### config.mk
export PLATFORM = sky130hd
export DESIGN_NAME = issam_top
export DESIGN_NICKNAME = d
export VERILOG_FILES = /design/src/rtl/issam_pkg.sv /design/src/rtl/issam_addr_match.sv /design/src/rtl/issam_top.sv
export SDC_FILE = /design/constraint.sdc
export NUM_CORES = 1
export LEC_CHECK = 0
export ABC_AREA = 1
export BUFFER_PORTS_ARGS = -buffer_cell sky130_fd_sc_hd__buf_2
export CORE_MARGIN = 5
export CORE_UTILIZATION = 54
export DETAILED_ROUTE_END_ITERATION = 10
export GPL_TIMING_DRIVEN = 0
export PLACE_DENSITY = 0.76
export SLEW_MARGIN = 20
export SYNTH_ARGS = -nofsm -noshare
export SYNTH_HDL_FRONTEND = slang
export SYNTH_SLANG_ARGS = --single-unit
### constraint.sdc
create_clock -name CLK -period 1.9 [get_ports CLK]
set_input_delay 0.475 -clock CLK [delete_from_list [all_inputs] [get_ports CLK]]
set_output_delay 0.475 -clock CLK [all_outputs]
set_load 0.005 [all_outputs]
### src/rtl/issam_pkg.sv
// Purpose: constants and types for the two-wire slave status and address mask block
// Assumes: 16-bit register port, word index addressing
// Notes:   rule summary below
// Operation
// - the start flag is written on every start, repeated start or stop and is zero while disabled.
// - the start flag is one after a start or repeated start and zero after a stop.
// - the direction flag is one when the master reads and zero when the master writes.
// - the receive-full flag sets when a byte has landed in the receive holding register.
// - the receive-full flag is zero while no received byte waits in the holding register.
// - the transmit-full flag stays one while the 8-bit transmit holding byte is being sent.
// - the transmit-full flag clears once the byte has been sent and the holder is empty.
// - an address bit whose mask bit is one is a don't-care in address matching.
// - an address bit whose mask bit is zero must equal the own slave address bit.
// - mask bits 15 to 10 read zero; bits 9 to 0 are read/write and reset to zero.
package issam_pkg;

	localparam logic [3:0] ISSAM_ADR_STATUS = 4'h0;
	localparam logic [3:0] ISSAM_ADR_MASK   = 4'h1;
	localparam logic [3:0] ISSAM_ADR_CTRL   = 4'h2;
	localparam logic [3:0] ISSAM_ADR_OWN    = 4'h3;
	localparam logic [3:0] ISSAM_ADR_RXD    = 4'h4;
	localparam logic [3:0] ISSAM_ADR_TXD    = 4'h5;
	localparam logic [3:0] ISSAM_ADR_IST    = 4'h6;
	localparam logic [3:0] ISSAM_ADR_IMSK   = 4'h7;

	localparam int ISSAM_CTL_EN  = 0;
	localparam int ISSAM_CTL_TEN = 1;

	localparam int ISSAM_IB_START = 0;
	localparam int ISSAM_IB_STOP  = 1;
	localparam int ISSAM_IB_ADDR  = 2;
	localparam int ISSAM_IB_RX    = 3;
	localparam int ISSAM_IB_TX    = 4;
	localparam int ISSAM_NINT     = 5;

	localparam int               ISSAM_AW        = 10;
	localparam int               ISSAM_AW7       = 7;
	localparam logic [9:0]       ISSAM_MASK_RST  = 10'h000;
	localparam logic [4:0]       ISSAM_PREFIX10  = 5'h1e;
	localparam logic [3:0]       ISSAM_BYTE_BITS = 4'h8;

	typedef enum logic [2:0] {
		ISSAM_IDLE  = 3'b000,
		ISSAM_ADDR  = 3'b001,
		ISSAM_ADDR2 = 3'b010,
		ISSAM_RX    = 3'b011,
		ISSAM_ACK   = 3'b100,
		ISSAM_TX    = 3'b101,
		ISSAM_TACK  = 3'b110
	} issam_st_t;

	typedef struct packed {
		logic start_f;
		logic rw;
		logic receive_buffer_full_flag;
		logic transmit_buffer_full_flag;
	} issam_status_t;

	typedef struct packed {
		logic                  scl_m;
		logic                  scl_s;
		logic                  scl_d;
		logic                  sda_m;
		logic                  sda_s;
		logic                  sda_d;
		issam_st_t             st;
		issam_st_t             nx;
		logic [3:0]            bcnt;
		logic [7:0]            sh;
		logic [1:0]            hi;
		logic                  a10;
		logic                  sda_oe;
		logic                  sda_o;
		issam_status_t         stat;
		logic [7:0]            rx;
		logic [7:0]            tx;
		logic [9:0]            mask;
		logic [9:0]            own;
		logic                  en;
		logic                  ten;
		logic [ISSAM_NINT-1:0] ist;
		logic [ISSAM_NINT-1:0] imsk;
		logic                  irq;
		logic [15:0]           rdata;
	} issam_regs_t;

	localparam issam_regs_t ISSAM_RST = '0;

endpackage : issam_pkg

### src/rtl/issam_addr_match.sv
// Purpose: masked comparison of an incoming slave address with the own address
// Assumes: candidate already aligned to address bit positions
// Notes:   upper three bits ignored in 7-bit mode
`timescale 1ns/1ps
`default_nettype none
module issam_addr_match
	import issam_pkg::*;
(
	input  wire logic [9:0] cand,
	input  wire logic [9:0] own,
	input  wire logic [9:0] mask,
	input  wire logic       ten,
	output logic            hit
);
	logic [9:0] bit_ok;

	genvar i;
	generate
		for (i = 0; i < ISSAM_AW; i++) begin : g_bit
			if (i < ISSAM_AW7) begin : g_lo
				assign bit_ok[i] = mask[i] | (cand[i] == own[i]);
			end else begin : g_hi
				assign bit_ok[i] = mask[i] | (cand[i] == own[i]) | ~ten;
			end
		end
	endgenerate

	assign hit = &bit_ok;

endmodule : issam_addr_match
`default_nettype wire

### src/rtl/issam_top.sv
// Purpose: two-wire slave with status flags, address mask and interrupt
// Assumes: SCL and SDA arrive asynchronously and are sampled by CLK
// Notes:   no clock stretching; SDA is open drain, SDA_OE high pulls low
`timescale 1ns/1ps
`default_nettype none
module issam_top
	import issam_pkg::*;
(
	input  wire logic        CLK,
	input  wire logic        RESET_N,
	input  wire logic [3:0]  REG_ADDR,
	input  wire logic [15:0] REG_WDATA,
	input  wire logic        REG_WR,
	input  wire logic        REG_RD,
	output logic      [15:0] REG_RDATA,
	input  wire logic        SCL_IN,
	input  wire logic        SDA_IN,
	output logic             SDA_OUT,
	output logic             SDA_OE,
	output logic             IRQ
);
	issam_regs_t           r;
	issam_regs_t           n;
	logic                  scl_rise;
	logic                  scl_fall;
	logic                  start_det;
	logic                  stop_det;
	logic [9:0]            cand;
	logic                  hit;
	logic                  is10;
	logic                  rx_done;
	logic                  tx_done;
	logic                  addr_ack;
	logic [ISSAM_NINT-1:0] ev;
	logic [ISSAM_NINT-1:0] w1c;

	issam_addr_match u_match (
		.cand (cand),
		.own  (r.own),
		.mask (r.mask),
		.ten  (r.ten),
		.hit  (hit)
	);

	always_comb begin
		n = r;
		// two-flop synchronisers, then one delayed copy for edge finding
		n.scl_m = SCL_IN;
		n.scl_s = r.scl_m;
		n.scl_d = r.scl_s;
		n.sda_m = SDA_IN;
		n.sda_s = r.sda_m;
		n.sda_d = r.sda_s;
		n.sda_o = 1'b0;
		scl_rise = r.scl_s & ~r.scl_d;
		scl_fall = ~r.scl_s & r.scl_d;
		start_det = r.scl_s & r.scl_d & r.sda_d & ~r.sda_s;
		stop_det = r.scl_s & r.scl_d & ~r.sda_d & r.sda_s;
		is10 = (r.sh[7:3] == ISSAM_PREFIX10);
		rx_done = 1'b0;
		tx_done = 1'b0;
		addr_ack = 1'b0;
		ev = '0;
		w1c = '0;

		// candidate address for the masked compare
		if (r.ten) begin
			if (r.st == ISSAM_ADDR2) begin
				cand = {r.hi, r.sh};
			end else begin
				cand = {r.sh[2:1], r.own[7:0]};
			end
		end else begin
			cand = {3'h0, r.sh[7:1]};
		end

		// register writes; clears come before link sets so a set wins
		if (REG_WR) begin
			case (REG_ADDR)
				ISSAM_ADR_MASK: begin
					n.mask = REG_WDATA[9:0];
				end
				ISSAM_ADR_CTRL: begin
					n.en = REG_WDATA[ISSAM_CTL_EN];
					n.ten = REG_WDATA[ISSAM_CTL_TEN];
				end
				ISSAM_ADR_OWN: begin
					n.own = REG_WDATA[9:0];
				end
				ISSAM_ADR_TXD: begin
					n.tx = REG_WDATA[7:0];
				end
				ISSAM_ADR_IST: begin
					w1c = REG_WDATA[ISSAM_NINT-1:0];
				end
				ISSAM_ADR_IMSK: begin
					n.imsk = REG_WDATA[ISSAM_NINT-1:0];
				end
				default: begin
				end
			endcase
		end
		if (REG_RD && REG_ADDR == ISSAM_ADR_RXD) begin
			n.stat.receive_buffer_full_flag = 1'b0;
		end

		// link side
		if (!n.en) begin
			n.st = ISSAM_IDLE;
			n.sda_oe = 1'b0;
			n.stat.start_f = 1'b0;
			n.a10 = 1'b0;
		end else if (start_det) begin
			n.st = ISSAM_ADDR;
			n.bcnt = '0;
			n.sda_oe = 1'b0;
			n.stat.start_f = 1'b1;
			ev[ISSAM_IB_START] = 1'b1;
		end else if (stop_det) begin
			n.st = ISSAM_IDLE;
			n.sda_oe = 1'b0;
			n.stat.start_f = 1'b0;
			n.a10 = 1'b0;
			ev[ISSAM_IB_STOP] = 1'b1;
		end else begin
			case (r.st)
				ISSAM_ADDR, ISSAM_ADDR2, ISSAM_RX: begin
					if (scl_rise && r.bcnt != ISSAM_BYTE_BITS) begin
						n.sh = {r.sh[6:0], r.sda_s};
						n.bcnt = r.bcnt + 4'h1;
					end else if (scl_fall && r.bcnt == ISSAM_BYTE_BITS) begin
						n.st = ISSAM_IDLE;
						if (r.st == ISSAM_ADDR) begin
							if (r.ten) begin
								if (is10 && hit && !r.sh[0]) begin
									addr_ack = 1'b1;
									n.hi = r.sh[2:1];
									n.nx = ISSAM_ADDR2;
								end else if (is10 && hit && r.sh[0] && r.a10) begin
									addr_ack = 1'b1;
									n.stat.rw = 1'b1;
									n.nx = ISSAM_TX;
								end
							end else if (hit) begin
								addr_ack = 1'b1;
								n.stat.rw = r.sh[0];
								n.nx = r.sh[0] ? ISSAM_TX : ISSAM_RX;
							end
						end else if (r.st == ISSAM_ADDR2) begin
							if (hit) begin
								addr_ack = 1'b1;
								n.a10 = 1'b1;
								n.stat.rw = 1'b0;
								n.nx = ISSAM_RX;
							end
						end else if (!r.stat.receive_buffer_full_flag) begin
							// overrun leaves the held byte alone and does not ack
							rx_done = 1'b1;
							n.rx = r.sh;
							n.stat.receive_buffer_full_flag = 1'b1;
							n.sda_oe = 1'b1;
							n.st = ISSAM_ACK;
							n.nx = ISSAM_RX;
						end
						if (addr_ack) begin
							n.sda_oe = 1'b1;
							n.st = ISSAM_ACK;
						end
					end
				end
				ISSAM_ACK: begin
					if (scl_fall) begin
						n.sda_oe = 1'b0;
						n.bcnt = '0;
						n.st = r.nx;
						if (r.nx == ISSAM_TX) begin
							n.sh = r.tx;
							n.sda_oe = ~r.tx[7];
						end
					end
				end
				ISSAM_TX: begin
					if (scl_rise) begin
						n.bcnt = r.bcnt + 4'h1;
					end else if (scl_fall) begin
						if (r.bcnt == ISSAM_BYTE_BITS) begin
							n.sda_oe = 1'b0;
							tx_done = 1'b1;
							n.stat.transmit_buffer_full_flag = 1'b0;
							n.st = ISSAM_TACK;
						end else begin
							n.sh = {r.sh[6:0], 1'b0};
							n.sda_oe = ~r.sh[6];
						end
					end
				end
				ISSAM_TACK: begin
					if (scl_rise && r.sda_s) begin
						n.st = ISSAM_IDLE;
					end else if (scl_fall) begin
						n.bcnt = '0;
						n.sh = r.tx;
						n.sda_oe = ~r.tx[7];
						n.st = ISSAM_TX;
					end
				end
				ISSAM_IDLE: begin
				end
				default: begin
					n.st = ISSAM_IDLE;
				end
			endcase
		end

		// a write to the transmit holder marks it full, even at the end of a byte
		if (REG_WR && REG_ADDR == ISSAM_ADR_TXD) begin
			n.stat.transmit_buffer_full_flag = 1'b1;
		end

		ev[ISSAM_IB_ADDR] = addr_ack;
		ev[ISSAM_IB_RX] = rx_done;
		ev[ISSAM_IB_TX] = tx_done;
		n.ist = (r.ist & ~w1c) | ev;
		n.irq = |(n.ist & n.imsk);

		// read data, one cycle after the strobe
		n.rdata = '0;
		if (REG_RD) begin
			case (REG_ADDR)
				ISSAM_ADR_STATUS: n.rdata = {12'h000, r.stat};
				ISSAM_ADR_MASK:   n.rdata = {6'h00, r.mask};
				ISSAM_ADR_CTRL:   n.rdata = {14'h0000, r.ten, r.en};
				ISSAM_ADR_OWN:    n.rdata = {6'h00, r.own};
				ISSAM_ADR_RXD:    n.rdata = {8'h00, r.rx};
				ISSAM_ADR_TXD:    n.rdata = {8'h00, r.tx};
				ISSAM_ADR_IST:    n.rdata = {11'h000, r.ist};
				ISSAM_ADR_IMSK:   n.rdata = {11'h000, r.imsk};
				default:          n.rdata = '0;
			endcase
		end
	end

	always_ff @(posedge CLK or negedge RESET_N) begin
		if (!RESET_N) begin
			r <= ISSAM_RST;
		end else begin
			r <= n;
		end
	end

	assign REG_RDATA = r.rdata;
	assign SDA_OUT = r.sda_o;
	assign SDA_OE = r.sda_oe;
	assign IRQ = r.irq;
endmodule : issam_top
`default_nettype wire

After elaboration in Yosys (flattened, before gate mapping) --
Cells that the tools add are included.
Word-level totals: flip-flop bits (word level) 97, input bits 26, output and inout bits 19, logic and storage cells 327
Cells by class: $add $sub $neg 1, eq/ne operators 75, muxes and demuxes 149, bitwise operators 37, reductions and logical operators 38
Operators with widths (count):
- two-way mux 8 bit | 10
- case mux 10 bit (8 select lines) | 1
- two-way mux 1 bit | 73
- two-way mux 3 bit | 21
- two-way mux 10 bit | 6
- != test 5 bit (second input constant) | 11
- two-way mux 6 bit | 9
- two-way mux 12 bit | 4
- case mux 12 bit (4 select lines) | 1
- two-way mux 4 bit | 8
- != test 3 bit (second input constant) | 9
- != test 6 bit (second input constant) | 4
- AND reduction 11 bit | 2
- two-way mux 5 bit | 4
- != test 2 bit (second input constant) | 10
- AND reduction 10 bit | 2
- two-way mux 2 bit | 9
- AND reduction 9 bit | 2
- equality test 4 x 3 -> 1 bit (second input constant) | 4
- AND reduction 8 bit | 2
- != test 3 x 1 -> 1 bit (second input constant) | 5
- case mux 3 bit (5 select lines) | 1
- two-way mux 14 bit | 1
- AND reduction 7 bit | 2
- other kinds (33) | 99

Depth between registers and ports, before layout --
word-level depth 31, depth in mapped cells 19, gate-level depth less buffers 19

Hierarchy --
Synthesis repeated with hierarchy kept, for this count alone.
Unflattened totals: cells, all modules 668, area, all modules 5126.2 µm²
By module, submodules not included:
- issam_top | instances 1, cells each 603, area an instance 4862.2 µm², sequential area each 2277.2 µm²
- issam_addr_match | instances 1, cells each 65, area an instance 264.0 µm², sequential area each 0.0 µm²

Worst setup path after synthesis --
No wires, ideal clock.
kind in2reg, from input port REG_ADDR[3], to register r[81] (netlist bit), setup time 0.130 ns, arrival time 1.982 ns, required time 1.770 ns, setup slack -0.212 ns, stages on the path 10, path buffers 1, cells stage by stage or2_4 -> nor3_4 -> nand2_2 -> o21ai_4 -> nand2_4 -> inv_2 -> nand2_2 -> a2111oi_4 -> buf_6 -> o21ai_0
RTL lines:
- start: declaration | RTL line issam_top.sv:11 | input wire logic [3:0] REG_ADDR,
- end signal: assignment | RTL line issam_top.sv:247 | r <= n;
- end: declaration | RTL line issam_top.sv:22 | issam_regs_t r;

Worst setup path after layout --
from register r[91] (netlist bit), to register r[91] (netlist bit)
Between the ends: cells in the longest elaborated chain, start to end 27, elaborated cells between the ends (all ways) 68, those cells by class eq/ne: 24; mux: 23; bitwise: 13; reduce/logical: 8
Ends and longest elaborated chain:
- equality test 3 x 2 -> 1 bit | RTL line issam_top.sv:68, issam_top.sv:126, issam_top.sv:149
- two-way mux 10 bit | RTL line issam_top.sv:68 | if (r.st == ISSAM_ADDR2) begin
- two-way mux 10 bit | RTL line issam_top.sv:67 | if (r.ten) begin
- equality test 1 bit | RTL line issam_addr_match.sv:23 | assign bit_ok[i] = mask[i] | (cand[i] == own[i]) | ~ten;
- bitwise OR 1 bit (2 in a row) | RTL line issam_addr_match.sv:23
- AND reduction 10 bit | RTL line issam_addr_match.sv:28 | assign hit = &bit_ok;
- logical AND 1 bit | RTL line issam_top.sv:135, issam_top.sv:139
- logical AND 1 bit (2 in a row) | RTL line issam_top.sv:139 | end else if (is10 && hit && r.sh[0] && r.a10) begin
- [... 9 more ...]
- two-way mux 1 bit | RTL line issam_top.sv:108 | if (!n.en) begin
- two-way mux 3 bit | RTL line issam_top.sv:165 | if (addr_ack) begin
- two-way mux 6 bit | RTL line issam_top.sv:131 | end else if (scl_fall && r.bcnt == ISSAM_BYTE_BITS) begin
- two-way mux 6 bit | RTL line issam_top.sv:128 | if (scl_rise && r.bcnt != ISSAM_BYTE_BITS) begin
- case mux 3 bit (5 select lines) | RTL line issam_top.sv:126 | case (r.st)
- two-way mux 3 bit | RTL line issam_top.sv:119 | end else if (stop_det) begin
- two-way mux 3 bit | RTL line issam_top.sv:113 | end else if (start_det) begin
- two-way mux 3 bit | RTL line issam_top.sv:108
Parallel ways exist; a longest one is shown, timed or not. The select of a mux whose other input is x is not followed. A chain may end at the register's enable or synchronous reset.

==> results list <==
- Vias after detailed routing: 5058
- Overall fraction of global-route tracks in use: between 20 and 30%
* Worst-Skew Late Latency: roughly 0.36 ns
- In the final routed layout, each cell accounts on average for between 15 and 20 µm.
- The worst register-to-register path ends at r[91].
- 0 antenna diodes ended up in the layout.
- First-pass GRT wire length: roughly 24 mm
- IO Pins: 45
- Leaving out fill and tap cells, the most frequent cell in the layout is sky130_fd_sc_hd__nand2_1.
- Max rail drop VDD: 573.0 µV
- Fraction of layout instances using a drive strength above 1: between 30% and 40%
- Yosys printed 0 warnings.
- Area of the placeable core: between 8000 and 9000 µm²
- Crit path launch type: flip-flop
- Port Buffers: 31
- The die is about 110 µm wide.
* Outcome: finished with violations
- Clk slew on worst S/H paths: roughly 0.09 ns
- In this run the deepest clock path goes through 2 buffers.
- The path with the worst hold slack has its endpoint at n[93].
* Layout Area Growth over Synthesis: 29.93%
- The die covers about 11000 µm².
- The worst register-to-register path has a depth of 18.
* Drt via density: 6.072
- The count of nets left with antenna violations once routing finished came out at 0.
- Final setup violation count: 34
- Static timing analysis puts the maximum clock frequency at 422.1 MHz.
* CTS tree: done
* First-iteration detailed-routing DRC count: 800
* Post-route setup slack: -0.4690 ns
- Worst-Margin Slew: 0.6034 ns
* Register share of total power: about two fifths
- Area of the mapped netlist: roughly 4900 µm²
- Setup slack at placement: -0.7391 ns
* Power density over the cells: between 1000 and 1500 nW/µm²
* Proportion of total power due to net switching: approximately 40%
* Source of the worst register-to-register timing path: r[91]
* Post-synth top area cell: sky130_fd_sc_hd__dfrtp_1
- Number of hold-slack violations in the final timing report: 0
* Peak fanout along the critical path: 7
* Failing checks: negative setup slack
- Combinational cell fraction of total power: 37.9%
* Data required time of the worst path: approximately 2.2 ns
* Leakage component of the power: ~3.1 nW
- The top cell types in the final layout, fill and taps aside, are sky130_fd_sc_hd__nand2_1, sky130_fd_sc_hd__dfrtp_1, sky130_fd_sc_hd__inv_1.
- The number of antenna violations at the first check in global routing was 0.
- Part of the power in the clock network: a little over a fifth
- After technology mapping, the gate count stands at 621.
* Number of stages on the worst hold path: 1
- Summing the sequential cell areas from Yosys gives between 40% and 50% of the chip area.
* Detailed placement HPWL: a little under 10 mm
- Clock tree synthesis found a total of 91 sinks.
* Pin count of the biggest net entering global routing: 84
- The count of cells in the finished layout, fillers not included, comes to approximately 830.
- For this design the total switching power over the nets is around 2.6 mW.
- Data on the critical path arrives at its endpoint at approximately 2.6 ns.
- Once the floorplan was initialized, standard cells occupied around 56% of the core.
- Count of max-cap constraint violations: 0
* Mean instance size in the synthesized netlist: just under 8 µm²
- Wirelength, routed: 15.87 mm
- TritonRoute pass-1 iters: 5
* Placed cell count: 767
- Height of the die: around 110 µm
- Setup repair after global routing missed its margin: yes
* Path type of the worst min-delay path: in -> reg
- The net count of the finished layout is between 700 and 800.
- Routability-driven placement finished with a final weighted congestion of approximately 0.95.
* Number of unique standard cell types used by synthesis: 47
* Total grt overflow: 0
- The count of pins over their slew limit was 0.
* Number of placement rows: 34
- Number of enable-type register cells in the synthesized netlist: 0
* Fraction of registers with async set or reset after synthesis: 100.0%
- Clock tree root buffer cell: sky130_fd_sc_hd__clkbuf_8
- Flip-flop and latch count after synthesis: 91
- The worst path in the final design needs a cycle of 2.369 ns, including I/O delays and setup.
- Clock tree skew after final layout: between 0.006 and 0.007 ns
* Leading cell types by total area after synthesis: sky130_fd_sc_hd__dfrtp_1, sky130_fd_sc_hd__nand2_1, sky130_fd_sc_hd__o21ai_0, sky130_fd_sc_hd__inv_1, sky130_fd_sc_hd__nand3_1
* Internal: 3.891 mW
- Worst Hold Launch: SDA_IN
* WS Path Type: reg -> reg
- Total clock buffers created by CTS: 9
* H-Tree Depth: 3
- Measured against its own limit, the worst slew margin works out to around three fifths.
- Counting the fill cells in the layout gives between 600 and 700.
- The worst setup path is captured at a flip-flop.
- Of the post-synthesis cell area, the dominant cell type holds 46.40%.
- The number of global-route vias before repair came to 4743.
- Main flop type after synthesis: sky130_fd_sc_hd__dfrtp_1
- Flop2flop setup slack: -0.47 ns
- In the routed design, unresolved DRC markers number 0.
- Final period util: 124.7%
-- Yosys cell counts (all sizes together) (2+ instances only) --
library cell,n
a211oi,4
a21oi,22
a221oi,13
a22o,3
a31oi,3
buf,25
clkbuf,8
dfrtp,91
ha,2
inv,82
nand2,168
nand3,46
nand4,3
nor2,42
nor3,6
o21ai,79
o22ai,9
or2,2
-- worst max-delay path, cell delays in order, from the launching register on --
cell                      delay, ns
sky130_fd_sc_hd__dfrtp_1       0.41
sky130_fd_sc_hd__nor2_4        0.20
sky130_fd_sc_hd__nand2_4       0.12
sky130_fd_sc_hd__buf_8         0.16
sky130_fd_sc_hd__nand2_1       0.09
sky130_fd_sc_hd__nand3_1       0.08
sky130_fd_sc_hd__nand3_1       0.09
sky130_fd_sc_hd__nand3_1       0.11
sky130_fd_sc_hd__nand2_2       0.11
sky130_fd_sc_hd__nor2_4        0.05
sky130_fd_sc_hd__buf_4         0.14
sky130_fd_sc_hd__a21oi_4       0.16
sky130_fd_sc_hd__nor2_1        0.07
sky130_fd_sc_hd__nand2_2       0.09
sky130_fd_sc_hd__nand3_1       0.07
sky130_fd_sc_hd__nand2_1       0.09
sky130_fd_sc_hd__nand2_1       0.07
sky130_fd_sc_hd__nand2_1       0.09
sky130_fd_sc_hd__nand2_1       0.06
-- how the worst max path moves through the flow --
stage | from | endpoint | slack [ns]
floorplan | REG_ADDR[3] | r[81] | -0.21
global placement | REG_ADDR[3] | r[75] | -0.71
detailed placement | REG_ADDR[3] | r[61] | -0.74
CTS | r[89] | IRQ | -0.32
global route | r[27] | SDA_OE | -0.54
finish | r[91] | r[91] | -0.47
-- layout make-up --
type                       count  area [µm²]  share of cell area [%]
multi-input combinational    420        2485                   38.97
sequential                    91        2281                   35.77
timing repair buffer          83       709.4                   11.13
inverter                      83       324.1                   5.082
buffer                        32       240.2                   3.768
tap                          108       135.1                   2.119
clock buffer                  10       127.6                   2.002
clock inverter                 6       73.82                   1.158
-- registers in the layout, summed over array words and instances, names as in the netlist --
| signal | flops |
|---|---|
| IRQ | 1 |
| REG_RDATA | 10 |
| SDA_OE | 1 |
| n | 4 |
| r | 75 |
-- cell families (layout without fill, tap and decap cells) --
family,Yosys count,count (layout),share of synthesized area (%)
AND/OR/NAND/NOR,268,268,23.76
XOR/XNOR,2,2,0.3570
other,1,7,0.07642
AO/OA/AOI/OAI,140,140,17.85
multiplexers,1,1,0.2040
adder cells (fa/ha/maj),2,2,0.5099
buffers and inverters,116,214,10.84
flip-flops,91,91,46.40
-- layer usage --
metal | global-route usage [%] | wire length [µm]
met3 | 5.196 | 1542
met4 | 8.529 | 757
met5 | 0 | 0
met1 | 35.75 | 6020
met2 | 44.13 | 7550
-- stage by stage --
stage | area, µm² | setup TNS, ns | utilization, % | hold slack (ns) | power, mW
finish | 6376 | -7.527 | 72.41 | 0.2157 | 6.463
global route | 6376 | -10.40 | 72.41 | 0.2103 | 6.776
CTS | 6126 | -5.256 | 69.57 | 0.2086 | 6.028
detailed placement | 5259 | -26.31 | 59.72 | 0.2939 | 4.294
global placement | 5225 | -67.13 | 59.34 | 0.3343 | 4.223
floorplan | 4935 | -3.668 | - | 0.1794 | 3.774
-- power groups by stage --
stage	Combinational [mW]	Clock [mW]	Sequential, mW
3_5_place_dp	1.64	0	2.65
6_report	2.45	1.36	2.65
2_1_floorplan	1.23	0	2.54
4_1_cts	2.05	1.36	2.62
3_3_place_gp	1.58	0	2.64
5_1_grt	2.65	1.44	2.68
-- timing repair --
| action | CTS | global route |
|---|---|---|
| pin swaps | 24 | 16 |
| resized for setup | 92 | 50 |
| buffers inserted | 40 | 6 |
| endpoints found under the setup margin | 35 | 58 |
| hold buffers | 1 | 0 |
| hold endpoints to repair | 8 | 0 |
| gates cloned | 3 | 1 |
No activity file was read; power rests on OpenSTA's default activity.
